### src/slt_pkg.sv
package slt_pkg;

	// Clock and timing
	localparam int unsigned CLK_PERIOD_PS  = 5000;
	localparam int unsigned BASE_TICK_US   = 10000;
	localparam int unsigned BASE_TICK_CYC  = (BASE_TICK_US * 1000) / (CLK_PERIOD_PS / 1000);
	localparam int unsigned SCAN_US        = 1000;
	localparam int unsigned SCAN_CYC       = (SCAN_US * 1000) / (CLK_PERIOD_PS / 1000);
	localparam int unsigned TICKS_PER_SEC  = 100;
	localparam int unsigned SECS_PER_MIN   = 60;

	// Register offsets (byte addresses)
	localparam logic [7:0] OFS_CTRL        = 8'h00;
	localparam logic [7:0] OFS_OFF_DELAY   = 8'h04;
	localparam logic [7:0] OFS_WARN_OFFSET = 8'h08;
	localparam logic [7:0] OFS_WARN_LENGTH = 8'h0C;
	localparam logic [7:0] OFS_HOLD        = 8'h10;
	localparam logic [7:0] OFS_STATUS      = 8'h14;
	localparam logic [7:0] OFS_ELAPSED     = 8'h18;

	// Control field positions
	localparam int unsigned CTRL_MULTI_BIT   = 0;
	localparam int unsigned CTRL_RETRIG_BIT  = 1;
	localparam int unsigned CTRL_WARN_BIT    = 2;
	localparam int unsigned CTRL_RETAIN_BIT  = 3;
	localparam int unsigned CTRL_TB_LSB      = 4;
	localparam int unsigned CTRL_LIVE_LSB    = 6;
	localparam int unsigned CTRL_WIDTH       = 10;

	// Reset values
	localparam logic [CTRL_WIDTH-1:0] CTRL_RESET  = 10'h000;
	localparam logic [15:0]           VALUE_RESET = 16'h0000;

	// Default pre-warning in time-base units (seconds base counts 10 ms units)
	localparam logic [15:0] WARN_OFS_SEC = 16'h004B;
	localparam logic [15:0] WARN_LEN_SEC = 16'h0005;
	localparam logic [15:0] WARN_OFS_MIN = 16'h000F;
	localparam logic [15:0] WARN_LEN_MIN = 16'h0001;
	localparam logic [15:0] WARN_OFS_HR  = 16'h000F;
	localparam logic [15:0] WARN_LEN_HR  = 16'h0001;

	typedef enum logic [1:0] {
		TB_SECONDS,
		TB_MINUTES,
		TB_HOURS
	} slt_timebase_t;

	typedef enum {
		ST_IDLE,
		ST_HELD,
		ST_RUN,
		ST_PERM
	} slt_state_t;

	// Timing parameters, either stored or live
	typedef struct packed {
		logic [15:0] hold;
		logic [15:0] warn_length;
		logic [15:0] warn_offset;
		logic [15:0] off_delay;
	} slt_params_t;

	// Register port request
	typedef struct packed {
		logic [7:0]  addr;
		logic [31:0] wdata;
		logic        wr;
		logic        rd;
	} slt_bus_req_t;

endpackage

### src/slt_light_timer.sv
// Implementation choices: the strobed register port and the placing of the registers.
`timescale 1ns/1ps
module slt_light_timer #(
	parameter int unsigned BASE_CYC = slt_pkg::BASE_TICK_CYC,
	parameter int unsigned SCAN_CYC = slt_pkg::SCAN_CYC
) (
	input  wire logic                 clock,
	input  wire logic                 rst,
	input  slt_pkg::slt_bus_req_t     bus_req,
	output logic [31:0]               rd_data,
	input  wire logic                 trigger_input,
	input  wire logic                 clear_input,
	input  slt_pkg::slt_params_t      live_params,
	input  wire logic                 power_restore,
	output logic                      switch_output,
	output logic                      warn_active
);

	// Configuration registers
	logic [slt_pkg::CTRL_WIDTH-1:0] ctrl_q;
	slt_pkg::slt_params_t           stored_q;
	slt_pkg::slt_params_t           eff;
	slt_pkg::slt_timebase_t         timebase;
	logic                           multi_mode;
	logic                           retrig_en;
	logic                           warn_en;
	logic                           retain_en;
	logic [3:0]                     live_sel;

	// Timer state
	slt_pkg::slt_state_t state_q;
	slt_pkg::slt_state_t state_d;
	logic [15:0]         elapsed_q;
	logic [15:0]         elapsed_d;
	logic                counting;
	logic                trg_now;
	logic                clr_now;
	logic                trg_prev_q;
	logic                trg_rise;
	logic                trg_fall;
	logic                unit_tick;
	logic                scan_tick;
	logic                warn_d;
	logic                out_d;
	logic [15:0]         warn_ofs;
	logic [15:0]         warn_len;
	logic [16:0]         warn_begin;
	logic [16:0]         warn_end;

	assign multi_mode = ctrl_q[slt_pkg::CTRL_MULTI_BIT];
	assign retrig_en  = ctrl_q[slt_pkg::CTRL_RETRIG_BIT];
	assign warn_en    = ctrl_q[slt_pkg::CTRL_WARN_BIT];
	assign retain_en  = ctrl_q[slt_pkg::CTRL_RETAIN_BIT];
	assign live_sel   = ctrl_q[slt_pkg::CTRL_LIVE_LSB +: 4];
	assign timebase   = slt_pkg::slt_timebase_t'(ctrl_q[slt_pkg::CTRL_TB_LSB +: 2]);

	// Pins come from outside the clock domain
	slt_sync #(
		.WIDTH(2)
	) u_sync (
		.clock   (clock),
		.rst     (rst),
		.async_in({clear_input, trigger_input}),
		.sync_out({clr_now, trg_now})
	);

	// Scan strobe and time-base unit tick
	slt_tick #(
		.BASE_CYC(BASE_CYC),
		.SCAN_CYC(SCAN_CYC)
	) u_tick (
		.clock    (clock),
		.rst      (rst),
		.timebase (timebase),
		.unit_tick(unit_tick),
		.scan_tick(scan_tick)
	);

	// Register writes; one select bit per timing value
	always_ff @(posedge clock or posedge rst) begin
		if (rst) begin
			ctrl_q   <= slt_pkg::CTRL_RESET;
			stored_q <= '{default: slt_pkg::VALUE_RESET};
		end else if (bus_req.wr) begin
			case (bus_req.addr)
				slt_pkg::OFS_CTRL:        ctrl_q <= bus_req.wdata[slt_pkg::CTRL_WIDTH-1:0];
				slt_pkg::OFS_OFF_DELAY:   stored_q.off_delay   <= bus_req.wdata[15:0];
				slt_pkg::OFS_WARN_OFFSET: stored_q.warn_offset <= bus_req.wdata[15:0];
				slt_pkg::OFS_WARN_LENGTH: stored_q.warn_length <= bus_req.wdata[15:0];
				slt_pkg::OFS_HOLD:        stored_q.hold        <= bus_req.wdata[15:0];
				default: ;
			endcase
		end
	end

	// Live source of each value is picked per field
	always_comb begin
		eff.off_delay   = live_sel[0] ? live_params.off_delay   : stored_q.off_delay;
		eff.warn_offset = live_sel[1] ? live_params.warn_offset : stored_q.warn_offset;
		eff.warn_length = live_sel[2] ? live_params.warn_length : stored_q.warn_length;
		eff.hold        = live_sel[3] ? live_params.hold        : stored_q.hold;
	end

	// A zero warn value means the time-base default
	always_comb begin
		warn_ofs = eff.warn_offset;
		warn_len = eff.warn_length;
		if (eff.warn_offset == 16'h0000) begin
			case (timebase)
				slt_pkg::TB_SECONDS: warn_ofs = slt_pkg::WARN_OFS_SEC;
				slt_pkg::TB_MINUTES: warn_ofs = slt_pkg::WARN_OFS_MIN;
				default:             warn_ofs = slt_pkg::WARN_OFS_HR;
			endcase
		end
		if (eff.warn_length == 16'h0000) begin
			case (timebase)
				slt_pkg::TB_SECONDS: warn_len = slt_pkg::WARN_LEN_SEC;
				slt_pkg::TB_MINUTES: warn_len = slt_pkg::WARN_LEN_MIN;
				default:             warn_len = slt_pkg::WARN_LEN_HR;
			endcase
		end
	end

	// Previous scan sample of the trigger
	always_ff @(posedge clock or posedge rst) begin
		if (rst) begin
			trg_prev_q <= 1'b0;
		end else if (scan_tick) begin
			trg_prev_q <= trg_now;
		end
	end

	// Edges only count on the scan strobe
	assign trg_rise = scan_tick && trg_now && !trg_prev_q;
	assign trg_fall = scan_tick && !trg_now && trg_prev_q;

	// Timer counts while holding (multi) or running the off-delay
	assign counting = (state_q == slt_pkg::ST_RUN)
		|| (multi_mode && state_q == slt_pkg::ST_HELD);

	// Warn window in units: T - offset up to T - offset + length
	// Offset above T starts the warning at once; saturates at zero
	always_comb begin
		if ({1'b0, warn_ofs} > {1'b0, eff.off_delay}) begin
			warn_begin = 17'h0_0000;
		end else begin
			warn_begin = {1'b0, eff.off_delay} - {1'b0, warn_ofs};
		end
		warn_end = warn_begin + {1'b0, warn_len};
	end

	// Main sequence
	always_comb begin
		state_d   = state_q;
		elapsed_d = elapsed_q;
		if (counting && unit_tick && elapsed_q != 16'hFFFF) begin
			elapsed_d = elapsed_q + 16'h0001;
		end
		case (state_q)
			slt_pkg::ST_IDLE: begin
				if (trg_rise) begin
					state_d   = slt_pkg::ST_HELD;
					elapsed_d = 16'h0000;
				end
			end
			slt_pkg::ST_HELD: begin
				if (trg_fall) begin
					state_d   = slt_pkg::ST_RUN;
					elapsed_d = 16'h0000;
				end else if (multi_mode && elapsed_q >= eff.hold) begin
					state_d = slt_pkg::ST_PERM;
				end
			end
			slt_pkg::ST_RUN: begin
				if (multi_mode && trg_rise) begin
					state_d   = slt_pkg::ST_IDLE;
					elapsed_d = 16'h0000;
				end else if (!multi_mode && retrig_en && trg_fall) begin
					elapsed_d = 16'h0000;
				end else if (elapsed_q >= eff.off_delay) begin
					state_d = slt_pkg::ST_IDLE;
				end
			end
			slt_pkg::ST_PERM: begin
				if (!multi_mode || trg_rise) begin
					state_d   = slt_pkg::ST_IDLE;
					elapsed_d = 16'h0000;
				end
			end
			default: begin
				state_d   = slt_pkg::ST_IDLE;
				elapsed_d = 16'h0000;
			end
		endcase
		// In multi mode, clear dominates any trigger edge in the same scan
		if (multi_mode && clr_now) begin
			state_d   = slt_pkg::ST_IDLE;
			elapsed_d = 16'h0000;
		end
		// Power return without retention drops state
		if (power_restore && !retain_en) begin
			state_d   = slt_pkg::ST_IDLE;
			elapsed_d = 16'h0000;
		end
	end

	// Pre-warning blanks the output inside its window
	always_comb begin
		warn_d = warn_en && (state_d == slt_pkg::ST_RUN)
			&& ({1'b0, elapsed_d} >= warn_begin)
			&& ({1'b0, elapsed_d} < warn_end);
		out_d  = (state_d != slt_pkg::ST_IDLE) && !warn_d;
	end

	// State and elapsed time
	always_ff @(posedge clock or posedge rst) begin
		if (rst) begin
			state_q   <= slt_pkg::ST_IDLE;
			elapsed_q <= 16'h0000;
		end else begin
			state_q   <= state_d;
			elapsed_q <= elapsed_d;
		end
	end

	// Outputs straight from flops
	always_ff @(posedge clock or posedge rst) begin
		if (rst) begin
			switch_output <= 1'b0;
			warn_active   <= 1'b0;
		end else begin
			switch_output <= out_d;
			warn_active   <= warn_d;
		end
	end

	// Read data valid the cycle after the strobe only
	always_ff @(posedge clock or posedge rst) begin
		if (rst) begin
			rd_data <= 32'h0000_0000;
		end else if (bus_req.rd) begin
			case (bus_req.addr)
				slt_pkg::OFS_CTRL:        rd_data <= {22'h00_0000, ctrl_q};
				slt_pkg::OFS_OFF_DELAY:   rd_data <= {16'h0000, stored_q.off_delay};
				slt_pkg::OFS_WARN_OFFSET: rd_data <= {16'h0000, stored_q.warn_offset};
				slt_pkg::OFS_WARN_LENGTH: rd_data <= {16'h0000, stored_q.warn_length};
				slt_pkg::OFS_HOLD:        rd_data <= {16'h0000, stored_q.hold};
				slt_pkg::OFS_STATUS:      rd_data <= {28'h000_0000,
					state_q == slt_pkg::ST_PERM, warn_active,
					state_q == slt_pkg::ST_RUN, switch_output};
				slt_pkg::OFS_ELAPSED:     rd_data <= {16'h0000, elapsed_q};
				default:                  rd_data <= 32'h0000_0000;
			endcase
		end else begin
			rd_data <= 32'h0000_0000;
		end
	end

endmodule

### src/slt_sync.sv
`timescale 1ns/1ps
module slt_sync #(
	parameter int unsigned WIDTH = 2
) (
	input  wire logic             clock,
	input  wire logic             rst,
	input  wire logic [WIDTH-1:0] async_in,
	output logic      [WIDTH-1:0] sync_out
);

	logic [WIDTH-1:0] meta_q;

	// Two stages per pin; first stage feeds only the second
	for (genvar i = 0; i < WIDTH; i++) begin : g_bit
		always_ff @(posedge clock or posedge rst) begin
			if (rst) begin
				meta_q[i]   <= 1'b0;
				sync_out[i] <= 1'b0;
			end else begin
				meta_q[i]   <= async_in[i];
				sync_out[i] <= meta_q[i];
			end
		end
	end

endmodule

### src/slt_tick.sv
`timescale 1ns/1ps
module slt_tick #(
	parameter int unsigned BASE_CYC = slt_pkg::BASE_TICK_CYC,
	parameter int unsigned SCAN_CYC = slt_pkg::SCAN_CYC
) (
	input  wire logic                  clock,
	input  wire logic                  rst,
	input  slt_pkg::slt_timebase_t     timebase,
	output logic                       unit_tick,
	output logic                       scan_tick
);

	logic [31:0] base_cnt_q;
	logic [31:0] scan_cnt_q;
	logic [6:0]  sec_cnt_q;
	logic [5:0]  min_cnt_q;
	logic        base_tick;
	logic        sec_tick;
	logic        min_tick;

	assign base_tick = (base_cnt_q == 32'(BASE_CYC - 1));
	assign sec_tick  = base_tick && (sec_cnt_q == 7'(slt_pkg::TICKS_PER_SEC - 1));
	assign min_tick  = sec_tick && (min_cnt_q == 6'(slt_pkg::SECS_PER_MIN - 1));

	// 10 ms prescaler
	always_ff @(posedge clock or posedge rst) begin
		if (rst) begin
			base_cnt_q <= 32'h0000_0000;
		end else begin
			base_cnt_q <= base_tick ? 32'h0000_0000 : base_cnt_q + 32'h0000_0001;
		end
	end

	// Seconds and minutes chain
	always_ff @(posedge clock or posedge rst) begin
		if (rst) begin
			sec_cnt_q <= 7'h00;
			min_cnt_q <= 6'h00;
		end else begin
			if (base_tick) begin
				sec_cnt_q <= sec_tick ? 7'h00 : sec_cnt_q + 7'h01;
			end
			if (sec_tick) begin
				min_cnt_q <= min_tick ? 6'h00 : min_cnt_q + 6'h01;
			end
		end
	end

	// Scan-cycle strobe for edge sampling
	always_ff @(posedge clock or posedge rst) begin
		if (rst) begin
			scan_cnt_q <= 32'h0000_0000;
			scan_tick  <= 1'b0;
		end else begin
			scan_tick  <= (scan_cnt_q == 32'(SCAN_CYC - 1));
			scan_cnt_q <= (scan_cnt_q == 32'(SCAN_CYC - 1)) ? 32'h0000_0000
				: scan_cnt_q + 32'h0000_0001;
		end
	end

	// One time-base unit per selected period
	always_ff @(posedge clock or posedge rst) begin
		if (rst) begin
			unit_tick <= 1'b0;
		end else begin
			case (timebase)
				slt_pkg::TB_SECONDS: unit_tick <= base_tick;
				slt_pkg::TB_MINUTES: unit_tick <= sec_tick;
				slt_pkg::TB_HOURS:   unit_tick <= min_tick;
				default:             unit_tick <= 1'b0;
			endcase
		end
	end

endmodule
### config.mk
export PLATFORM = sky130hd
export DESIGN_NAME = slt_light_timer
export DESIGN_NICKNAME = d
export VERILOG_FILES = /design/src/slt_pkg.sv /design/src/slt_light_timer.sv /design/src/slt_sync.sv /design/src/slt_tick.sv
export SDC_FILE = /design/constraint.sdc
export NUM_CORES = 1
export LEC_CHECK = 0
export BUFFER_PORTS_ARGS = -buffer_cell sky130_fd_sc_hd__buf_4
export CELL_PAD_IN_SITES_DETAIL_PLACEMENT = 0
export CELL_PAD_IN_SITES_GLOBAL_PLACEMENT = 1
export CORE_ASPECT_RATIO = 1.4
export CORE_MARGIN = 2
export CORE_UTILIZATION = 47
export CTS_CLUSTER_DIAMETER = 30
export DETAILED_ROUTE_END_ITERATION = 6
export PLACE_DENSITY_LB_ADDON = 0.08
export SETUP_SLACK_MARGIN = 0.05
export SYNTH_ARGS = -nofsm -noshare
export SYNTH_HDL_FRONTEND = slang
export SYNTH_HIERARCHICAL = 1
export SYNTH_SLANG_ARGS = --single-unit
### constraint.sdc
create_clock -name clock -period 8.4 [get_ports clock]
set_clock_uncertainty 0.15 [all_clocks]
set_input_delay 0.42 -clock clock [delete_from_list [all_inputs] [get_ports clock]]
set_output_delay 0.42 -clock clock [all_outputs]
set_load 0.05 [all_outputs]
==> metrics.yaml, run 1 <==
sta:
  worst_pin_slew_ns: 1.16
  final.min_clock_period_ns: 7.83
  maxSlewHeadroom_pct: 22.5
  rsz0062_at_grt: "no"
  finalSetupViolCount: 0
  hold_viol: 0
  hold_slack_ns: 0.0319
  finalCritPeriodShare_pct: 93.2
  drv_slew: 0
  fmax_ghz: 0.128
  totalNegativeSetupSlack_ns: 0
routing:
  m1WireLength_um: 15700
  dr_wl_met3_um: 1840
  vias: 11200
  wl_met2_um: 21200
  drc_errors: 0
  dr.max_layer_used: "met5"
  finalWirelength_um: 41300
  wl_per_cell_um: 21.4
  postRouteAntennaNets: 0
  via_per_inst: 5.79
  drt_iter0_drc: 730
  drt_first_pass_iters: 6
worst_setup_path:
  required_ns: 8.70
  start_kind: "flip-flop"
  cp_slowest_stage_delay_ns: 0.42
  path_class: "flip-flop to flip-flop"
  regToRegSetupSlack_ns: 0.57
  rr_startpoint: "ctrl_q[7]"
  critPathCapture: "warn_active"
  setup.worst_path.start: "ctrl_q[7]"
  crit_top_cell: "buf_4"
  r2r.worst_path.cells: 34
  path_max_fanout: 21
  worst_r2r_endpoint: "warn_active"
  critPathArrivalTime_ns: 8.13
  cp-end-kind: "flip-flop"
  critical-path-slowest-cell: "fa_1"
logic_synthesis:
  synth_cell_type_count: 81
  yosysWarnings: 6
  synth_seq_cells: 224
  syn_inst: 1328
  synth.cell_area_mm2: 0.0138
  avgSynthCellArea_um2: 10.4
  synth_edf_count: 0
  async_flop_share_pct: 100
  ys_seq_area_share_pct: 40.7
  synth_ff_type: "dfrtp_1"
worst_hold_path:
  worstHoldPathType: "input pin to flip-flop"
  min_from: "bus_req[5]"
floorplan:
  pin_count: 145
  dieArea_mm2: 0.0307
  die_w_um: 149
  row_count: 74
  die_h_um: 206
  core-area_mm2: 0.0290
  initial_core_util_pct: 47.5
grt:
  antenna_found_initial: 1
  grtUsageTotal_pct: 27.1
  grt_first_pass_wirelength_um: 63200
  globalRouteOverflowTotal: 0
  grt_max_degree: 80
  first_global_vias: 11500
cells_and_area:
  final_nets: 1736
  regArea_mm2: 0.00561
  drive_gt1_share_pct: 22.3
  area_delta_synth_final_pct: 21.2
  instances_no_fill: 1931
  multiInputGateArea_mm2: 0.00790
  antenna_cells: 0
  fill_cells: 2632
  final_cell_mix: "dfrtp_1 (224), buf_4 (153), ha_1 (100), mux2_2 (94)"
  mostFrequentLayoutCell: "dfrtp_1"
clocking:
  cts_made_buffers: 37
  htreeDepth: 2
  clk_pin_slew_ns: 0.06
  cts-root-buf: "clkbuf_16"
  tritoncts: "built"
  clockBufferDepth: 3
  clk_latency_ns: 0.54
  cts.sinks: 224
power_and_ir_drop:
  total_power_uw: 3530
  p_per_area_mw_per_mm2: 212
  power_leakage_uw: 0.00771
  ir_drop_mv: 0.169
status:
  outcome: "complete, no violations"
run:
  drv_cap: 0
place:
  dp_hpwl_um: 31600
  placed_cells: 1854
  finalWeightedCongestion: 0.889
  io_buffers: 112
## kinds of logic after synthesis
logic type      count (synthesis)  synth area share (%)
compound gates                238                  11.9
xor+xnor                       88                  5.60
fa+ha+maj                     102                  9.39
buf+inv                        98                  3.27
flops                         224                  40.7
mux                           145                  11.4
other cells                     1                0.0273
simple gates                  432                  17.6
## Yosys cell counts (37+ instances only)
library cell  number  area (µm²)
dfrtp_1          224        5610
ha_1             100        1250
mux2_2            94        1060
nor2_1            76         285
nand2_1           75         282
a21oi_1           59         295
nand3_1           56         280
mux2i_1           51         510
xor2_1            51         447
inv_1             45         169
nand4_1           40         250
xnor2_1           37         324
## repair_timing
| action | 4_1_cts | 5_1_grt |
|---|---|---|
| gates resized for setup | 0 | 4 |
| hold endpoints to repair | 114 | 0 |
| setup buffers | 0 | 0 |
| endpoints found under the setup margin | 0 | 2 |
| hold buffers | 10 | 0 |
## layer usage
| metal | vias to the layer above | global-route usage (%) |
|---|---|---|
| met5 | - | 0 |
| met4 | 2 | 14.8 |
| met3 | 122 | 4.06 |
| met2 | 324 | 48.6 |
| met1 | 5423 | 31.0 |
| li1 | 5315 | - |
## power by group
part	switching, µW	internal [µW]	total, µW
Sequential	21.7	1110	1130
Clock	591	925	1520
Combinational	493	394	887
Total	1110	2420	3530
## cell type report
cell class              count  share of cell area (%)
well taps                 380                    2.85
inverters                  45                    1.05
flip-flops and latches    224                    33.6
repair buffers            164                    7.61
multi-input cells        1051                    47.3
clock inverters            26                    1.73
clock buffers              41                    5.82
## state kept, by name (all words and copies together) (netlist names), 2 cells and up
signal and cells:
u_tick/min_cnt_q 6, u_sync/sync_out 2, u_tick/sec_cnt_q 7, elapsed_q 16, rd_data 16, state_q 32
stored_q 64, u_tick/base_cnt_q 32, u_tick/scan_cnt_q 32, u_sync/meta_q 2, ctrl_q 10
## critical path: cells and delay by family (launching register included)
| family | cells | cell delay [ns] |
|---|---|---|
| muxes | 2 | 0.58 |
| DFF | 1 | 0.37 |
| adders and majority gates | 4 | 1.21 |
| and+or+nand+nor | 8 | 1.17 |
| buffers and inverters | 5 | 0.90 |
| AOI/OAI and AO/OA | 14 | 3.20 |
| xor gates and xnor gates | 1 | 0.16 |
## worst min path at each step
stage                               endpoint  slack (ns)  cells past startpoint
after global routing            stored_q[19]        0.02                      2
final                           stored_q[19]        0.03                      2
after floorplan             u_sync/meta_q[0]        0.04                      1
after detailed placement  u_sync/sync_out[1]        0.19                      0
after CTS                       stored_q[19]       0.009                      2
after global placement    u_sync/sync_out[1]        0.19                      0
## stage by stage
| step | setup WS [ns] | util [%] | instance area, µm² |
|---|---|---|---|
| after floorplan | 1.25 | - | 13900 |
| after global placement | 0.390 | 52.8 | 15300 |
| after detailed placement | 0.333 | 52.8 | 15300 |
| after CTS | 0.290 | 57.5 | 16700 |
| after global routing | 0.100 | 57.6 | 16700 |
| final | 0.569 | 57.6 | 16700 |
(Power assumes the default switching activity.)
==> run 2, diff against run 1 <==
- ABC_AREA: not set -> 1
- CORE_UTILIZATION: 47 -> 44
==> run 2 against run 1 <==
Worst setup slack better by 0.49 ns; sequential power is essentially flat; critical path depth increased by 4; total power is 3.9% higher; clock power hardly changed; fmax increased by 6.7%; hold slack better by 0.036 ns; non-clock buffer count shrank 39; flip-flop and latch count is the same; sequential share of layout area is 2.1 points lower; synthesized area increased by 9.7%; largest cell class unchanged; largest power group unchanged.
==> metrics.yaml, run 2 <==
logic_synthesis:
  synth.top_cells.by_area: "dfrtp_1 (37%), nand2_1 (13%), ha_1 (8.3%)"
  async_flop_share_pct: 100  # unchanged
  synth.cell_area_mm2: 0.0151  # +9.7%
  synth_top_area_cell: "dfrtp_1"
  synth_top_cells_by_count: "nand2_1 (527), inv_1 (317), dfrtp_1 (224), nor2_1 (214), o21ai_0 (131)"
  synth_edf_count: 0  # unchanged
  syn_inst: 2060  # +55%
  synth_cell_type_count: 55  # -32%
  synth.most_common_cell: "nand2_1"
  synth_seq_cells: 224  # unchanged
  synth_ff_type: "dfrtp_1"
  ys_seq_area_share_pct: 37.1  # -3.6 points
  yosysWarnings: 6  # unchanged
  avgSynthCellArea_um2: 7.32  # -29%
  synth_top_area_share_pct: 37.1  # -3.6 points
cells_and_area:
  drive_gt1_share_pct: 12.1  # -10 points
  final_nets: 2431  # +40%
  fin_util_pct: 52.4  # -5.2 points
  instances_no_fill: 2698  # +40%
  final_cell_mix: "nand2_1 (527), inv_1 (315), dfrtp_1 (224), nor2_1 (214), o21ai_0 (131)"
  largest_register: "stored_q"
  mostFrequentLayoutCell: "nand2_1"
  largest_register_ffs: 64  # unchanged
  area_delta_synth_final_pct: 17.8
place:
  dp_hpwl_um: 37500  # +19%
  finalWeightedCongestion: 0.918  # +3.2%
  placed_cells: 2626  # +42%
  io_buffers: 112  # unchanged
sta:
  fmax_ghz: 0.136  # +6.7%
  finalCritPeriodShare_pct: 87.3  # -5.9 points
  hold_slack_ns: 0.0679  # +0.0360 ns
  hold_viol: 0  # unchanged
  worst_pin_slew_ns: 1.16  # +0.000915 ns
  finalSetupViolCount: 0  # unchanged
  maxSlewHeadroom_pct: 22.6  # +0.13 points
  drv_slew: 0  # unchanged
  totalNegativeSetupSlack_ns: 0  # unchanged
  final.min_clock_period_ns: 7.34  # -0.494 ns
  rsz0062_at_grt: "no"
routing:
  drt_first_pass_iters: 5  # -1
  drc_errors: 0  # unchanged
  vias: 13700  # +23%
  postRouteAntennaNets: 0  # unchanged
  wl_per_cell_um: 17.5  # -18%
  drt_iter0_drc: 846  # +16%
  finalWirelength_um: 47200  # +14%
  via_per_inst: 5.08  # -12%
floorplan:
  initial_core_util_pct: 44.5  # -3.0 points
  die_w_um: 161  # +8.0%
  die_h_um: 223  # +8.1%
  row_count: 80  # +8.1%
  dieArea_mm2: 0.0358  # +17%
  pin_count: 145  # unchanged
  core-area_mm2: 0.0339  # +17%
grt:
  grt_first_pass_wirelength_um: 73700  # +17%
  grtUsageTotal_pct: 26.7  # -0.46 points
  globalRouteOverflowTotal: 0  # unchanged
  first_global_vias: 13600  # +18%
  antenna_found_initial: 1  # unchanged
  grt_max_degree: 79  # -1.3%
power_and_ir_drop:
  ir_drop_mv: 0.250  # +48%
  seq_power_share_pct: 30.9  # -1.0 points
  comb_power_share_pct: 26.9  # +1.8 points
  power_switching_share_pct: 34.1  # +2.8 points
  power_leakage_uw: 0.00908  # +18%
  p_sw_uw: 1250  # +13%
  clockPowerShare_pct: 42.2  # -0.7 points
  p_per_area_mw_per_mm2: 206  # -2.5%
  p_int_uw: 2410  # -0.39%
worst_setup_path:
  required_ns: 8.67  # -0.03 ns
  regToRegSetupSlack_ns: 1.06  # +0.49 ns
  rr_startpoint: "ctrl_q[7]"
  critical-path-slowest-cell: "dfrtp_1"
  path_max_fanout: 27  # +29%
  cp_slowest_stage_delay_ns: 1.11  # +0.69 ns
  cp-end-kind: "flip-flop"
  critPathArrivalTime_ns: 7.61  # -0.52 ns
  setup.worst_path.start: "ctrl_q[7]"
  crit_top_cell: "nand2_1"
  worst_r2r_endpoint: "switch_output"
  critPathTopFamily: "simple AND/OR/NAND/NOR gates"
  r2r.worst_path.cells: 38  # +12%
  path_class: "flip-flop to flip-flop"
  start_kind: "flip-flop"
  path_buf_inv: 2  # -3
worst_hold_path:
  min_path_cells: 3  # +1
  worstHoldPathType: "input pin to flip-flop"
  min_to: "stored_q[53]"
  min_from: "bus_req[7]"
clocking:
  cts.sinks: 224  # unchanged
  tritoncts: "built"
  clockBufferDepth: 3  # unchanged
  clk_latency_ns: 0.54  # about the same
  cts-root-buf: "clkbuf_16"
  cts_made_buffers: 38  # +2.7%
  cts_resized: 0  # unchanged
  htreeDepth: 2  # unchanged
  clk_pin_slew_ns: 0.06  # about the same
  post_cts_buffers: 0  # unchanged
status:
  outcome: "complete, no violations"
run:
  drv_cap: 0  # unchanged
## run 2: changes by cell type after synthesis, moves of 17 or more
| cell | delta |
|---|---|
| a21oi_1 | +38 |
| a22oi_1 | -30 |
| and2_1 | -17 |
| and4_1 | -18 |
| inv_1 | +272 |
| mux2_2 | -94 |
| mux2i_1 | -36 |
| nand2_1 | +452 |
| nor2_1 | +138 |
| nor2_2 | +18 |
| nor3_1 | +27 |
| nor4_1 | -23 |
| o21ai_0 | +101 |
| xnor2_1 | -22 |
## run 2: worst max-delay path by stage
stage	end	slack, ns	depth (start not counted)
after global placement	switch_output	1.25	37
after floorplan	switch_output	3.05	39
after CTS	switch_output	1.11	38
final	switch_output	1.06	38
after detailed placement	switch_output	1.13	38
after global routing	switch_output	0.63	38
## run 2: timing repair
action,CTS,global route
hold endpoints to repair,98,0
hold buffers,3,0
endpoints found under the setup margin,0,0
## run 2: layout make-up
type,instances,area (µm²)
fillers,3381,16200
clock buffers,45,1050
clock inverters,23,240
repair buffers,125,946
well taps,451,564
flip-flops and latches,224,5610
multi-input cells,1503,8140
inverters,326,1230
diodes,1,2.50
## run 2: cells by family after synthesis
logic type,synth area share [%]
xor gates and xnor gates,3.54
muxes,0.995
buffers and inverters,10.0
DFF,37.1
adders and majority gates,8.56
AOI/OAI and AO/OA,10.9
and+or+nand+nor,28.8
other,0.0249
## run 2: power by group through the flow
stage | Combinational, µW | Sequential [µW] | Clock, µW
global route | 1110 | 1130 | 1630
detailed placement | 980 | 1150 | 0
CTS | 987 | 1130 | 1580
finish | 985 | 1130 | 1550
global placement | 970 | 1150 | 0
floorplan | 700 | 1140 | 0
## run 2: per-layer routing
metal  global-route usage [%]  part of all wire [%]  vias up
li1                         -                     -     6902
met1                     30.1                    39     6362
met2                     48.4                    51      341
met3                     4.29                   4.9      112
met4                     13.5                   5.3        0
met5                        0                     0        -
## run 2: metrics by stage
| step | setup slack [ns] | area [µm²] | power, µW |
|---|---|---|---|
| final | 1.06 | 17800 | 3670 |
| after global routing | 0.632 | 17800 | 3870 |
| after CTS | 1.11 | 17800 | 3700 |
| after detailed placement | 1.13 | 16500 | 2130 |
| after global placement | 1.25 | 16500 | 2120 |
| after floorplan | 3.05 | 15300 | 1840 |
## run 2: worst register-to-register path, delay by kind of cell, from the launching register on
kind	cells	cell delay (ns)
AO/OA/AOI/OAI	3	0.61
XOR/XNOR	1	0.17
adder cells (fa/ha/maj)	4	1.26
buffers and inverters	2	0.39
flip-flops	1	1.11
multiplexers	1	0.17
AND/OR/NAND/NOR	27	3.36
==> run 3, diff against run 2 <==
- RECOVER_POWER: not set -> 100
==> run 3 against run 2 <==
The run now ends with capacitance limit, slew limit left; worst setup slack got worse by 0.036 ns; total power about the same; non-clock buffer count unchanged; hold slack about the same; critical path type unchanged; largest cell class unchanged.
==> metrics.yaml, run 3 (same netlist as run 2, synthesis figures left out) <==
status:
  outcome: "complete, but fails checks"
  violations: "capacitance limit, slew limit"
power_and_ir_drop:
  ir_drop_mv: 0.249  # -0.20%
  p_per_area_mw_per_mm2: 209  # +1.5%
  power_leakage_uw: 0.00895  # -1.5%
worst_setup_path:
  path_class: "flip-flop to flip-flop"
  critPathTopFamily: "simple AND/OR/NAND/NOR gates"
  cp-end-kind: "flip-flop"
  required_ns: 8.67  # about the same
  worst_r2r_endpoint: "switch_output"
  critPathArrivalTime_ns: 7.64  # +0.03 ns
  regToRegSetupSlack_ns: 1.03  # -0.04 ns
  start_kind: "flip-flop"
  r2r.worst_path.cells: 38  # unchanged
  rr_startpoint: "ctrl_q[7]"
  critical-path-slowest-cell: "dfrtp_1"
  path_buf_inv: 2  # unchanged
  crit_top_cell: "nand2_1"
  cp_slowest_stage_delay_ns: 1.11  # about the same
  path_max_fanout: 27  # unchanged
worst_hold_path:
  worstHoldPathType: "input pin to flip-flop"
  min_to: "stored_q[53]"
  min_path_cells: 3  # unchanged
  min_from: "bus_req[7]"
clocking:
  post_cts_buffers: 0  # unchanged
  htreeDepth: 2  # unchanged
  clk_pin_slew_ns: 0.06  # about the same
  cts-root-buf: "clkbuf_16"
  cts.sinks: 224  # unchanged
  clk_latency_ns: 0.54  # about the same
  clockBufferDepth: 3  # unchanged
  tritoncts: "built"
  cts_made_buffers: 38  # unchanged
sta:
  hold_viol: 0  # unchanged
  drv_slew: 242  # +242
  maxSlewHeadroom_pct: -138  # -160 points
  finalCritPeriodShare_pct: 87.8  # +0.43 points
  totalNegativeSetupSlack_ns: 0  # unchanged
  worst_pin_slew_ns: 3.57  # +2.40 ns
  fmax_ghz: 0.136  # -0.49%
  timing.final.ws_setup_ns: 1.03  # -0.0361 ns
  rsz0062_at_grt: "no"
  final.min_clock_period_ns: 7.37  # +0.0361 ns
  finalSetupViolCount: 0  # unchanged
  hold_slack_ns: 0.0676  # -0.000306 ns
grt:
  globalRouteOverflowTotal: 0  # unchanged
  grt_first_pass_wirelength_um: 73700  # unchanged
  grtUsageTotal_pct: 26.7  # unchanged
  grt_max_degree: 79  # unchanged
  first_global_vias: 13600  # unchanged
  antenna_found_initial: 1  # unchanged
routing:
  wl_per_cell_um: 17.5  # +0.18%
  finalWirelength_um: 47300  # +0.18%
  vias: 13700  # +0.13%
  drc_errors: 0  # unchanged
  postRouteAntennaNets: 0  # unchanged
  via_per_inst: 5.09  # +0.13%
  drt_iter0_drc: 893  # +5.6%
  drt_first_pass_iters: 5  # unchanged
place:
  dp_hpwl_um: 37500  # unchanged
  io_buffers: 112  # unchanged
  finalWeightedCongestion: 0.918  # unchanged
  dp_slack_ns: 1.13  # unchanged
cells_and_area:
  final_cell_mix: "nand2_1 (530), inv_1 (316), nor2_1 (229), dfrtp_1 (224), o21ai_0 (132)"
  area_delta_synth_final_pct: 16.1
  final_nets: 2431  # unchanged
  mostFrequentLayoutCell: "nand2_1"
  drive_gt1_share_pct: 9.62  # -2.4 points
  largest_register_ffs: 64  # unchanged
  largest_register: "stored_q"
floorplan:
  die_h_um: 223  # unchanged
  core-area_mm2: 0.0339  # unchanged
  initial_core_util_pct: 44.5  # unchanged
  die_w_um: 161  # unchanged
  pin_count: 145  # unchanged
  dieArea_mm2: 0.0358  # unchanged
  row_count: 80  # unchanged
run:
  drv_cap: 4  # +4
run 3: cell count changes in the layout (fill, tap and decap cells not counted), sizes merged:
cell / delta
buf: -31
clkbuf: +31
clkinvlp: +2
inv: -2
run 3: worst reg2reg max path, delay by kind of cell (launching register included):
kind                       cells  cell delay (ns)
and+or+nand+nor               27             3.40
adders and majority gates      4             1.26
muxes                          1             0.17
xor gates and xnor gates       1             0.17
AOI/OAI and AO/OA              3             0.61
buffers and inverters          2             0.39
DFF                            1             1.11
run 3: how the worst max path moves through the flow:
| stage | endpoint | depth (start not counted) | slack, ns | start |
|---|---|---|---|---|
| final | switch_output | 38 | 1.03 | ctrl_q[7] |
| after global routing | switch_output | 38 | 0.59 | ctrl_q[7] |
| after CTS | switch_output | 38 | 1.11 | ctrl_q[7] |
| after detailed placement | switch_output | 38 | 1.13 | ctrl_q[7] |
| after global placement | switch_output | 37 | 1.25 | ctrl_q[7] |
| after floorplan | switch_output | 39 | 3.05 | ctrl_q[7] |
run 3: metal layers:
layer	vias up	part of all wire [%]	track usage [%]
met5	-	0	0
met4	0	5.3	13.5
met3	111	5.1	4.29
met2	356	51	48.4
met1	6367	39	30.1
li1	6901	-	-
run 3: timing repair:
item / in CTS / in global routing
hold buffers: 3 / 0
endpoints found under the hold margin: 98 / 0
gates resized for setup: 0 / 0
run 3: layout make-up:
type                       count  area (µm²)
fill                        3435       16400
multi-input combinational   1503        7990
sequential                   224        5610
inverter                     326        1230
clock buffer                  45        1050
timing repair buffer         125         841
tap                          451         564
clock inverter                23         240
antenna                        1        2.50
run 3: per-stage QoR:
step	util (%)	power (µW)	cell area, µm²	cells
after floorplan	-	1840	15300	2105
after global placement	48.5	2120	16500	2626
after detailed placement	48.5	2130	16500	2626
after CTS	52.4	3700	17800	2697
after global routing	51.6	3870	17500	2697
final	51.6	3670	17500	2698
run 3: where the power goes:
group / switching [µW] / internal, µW
clock network: 579 / 971
registers: 26.4 / 1110
logic: 647 / 337
total: 1250 / 2410
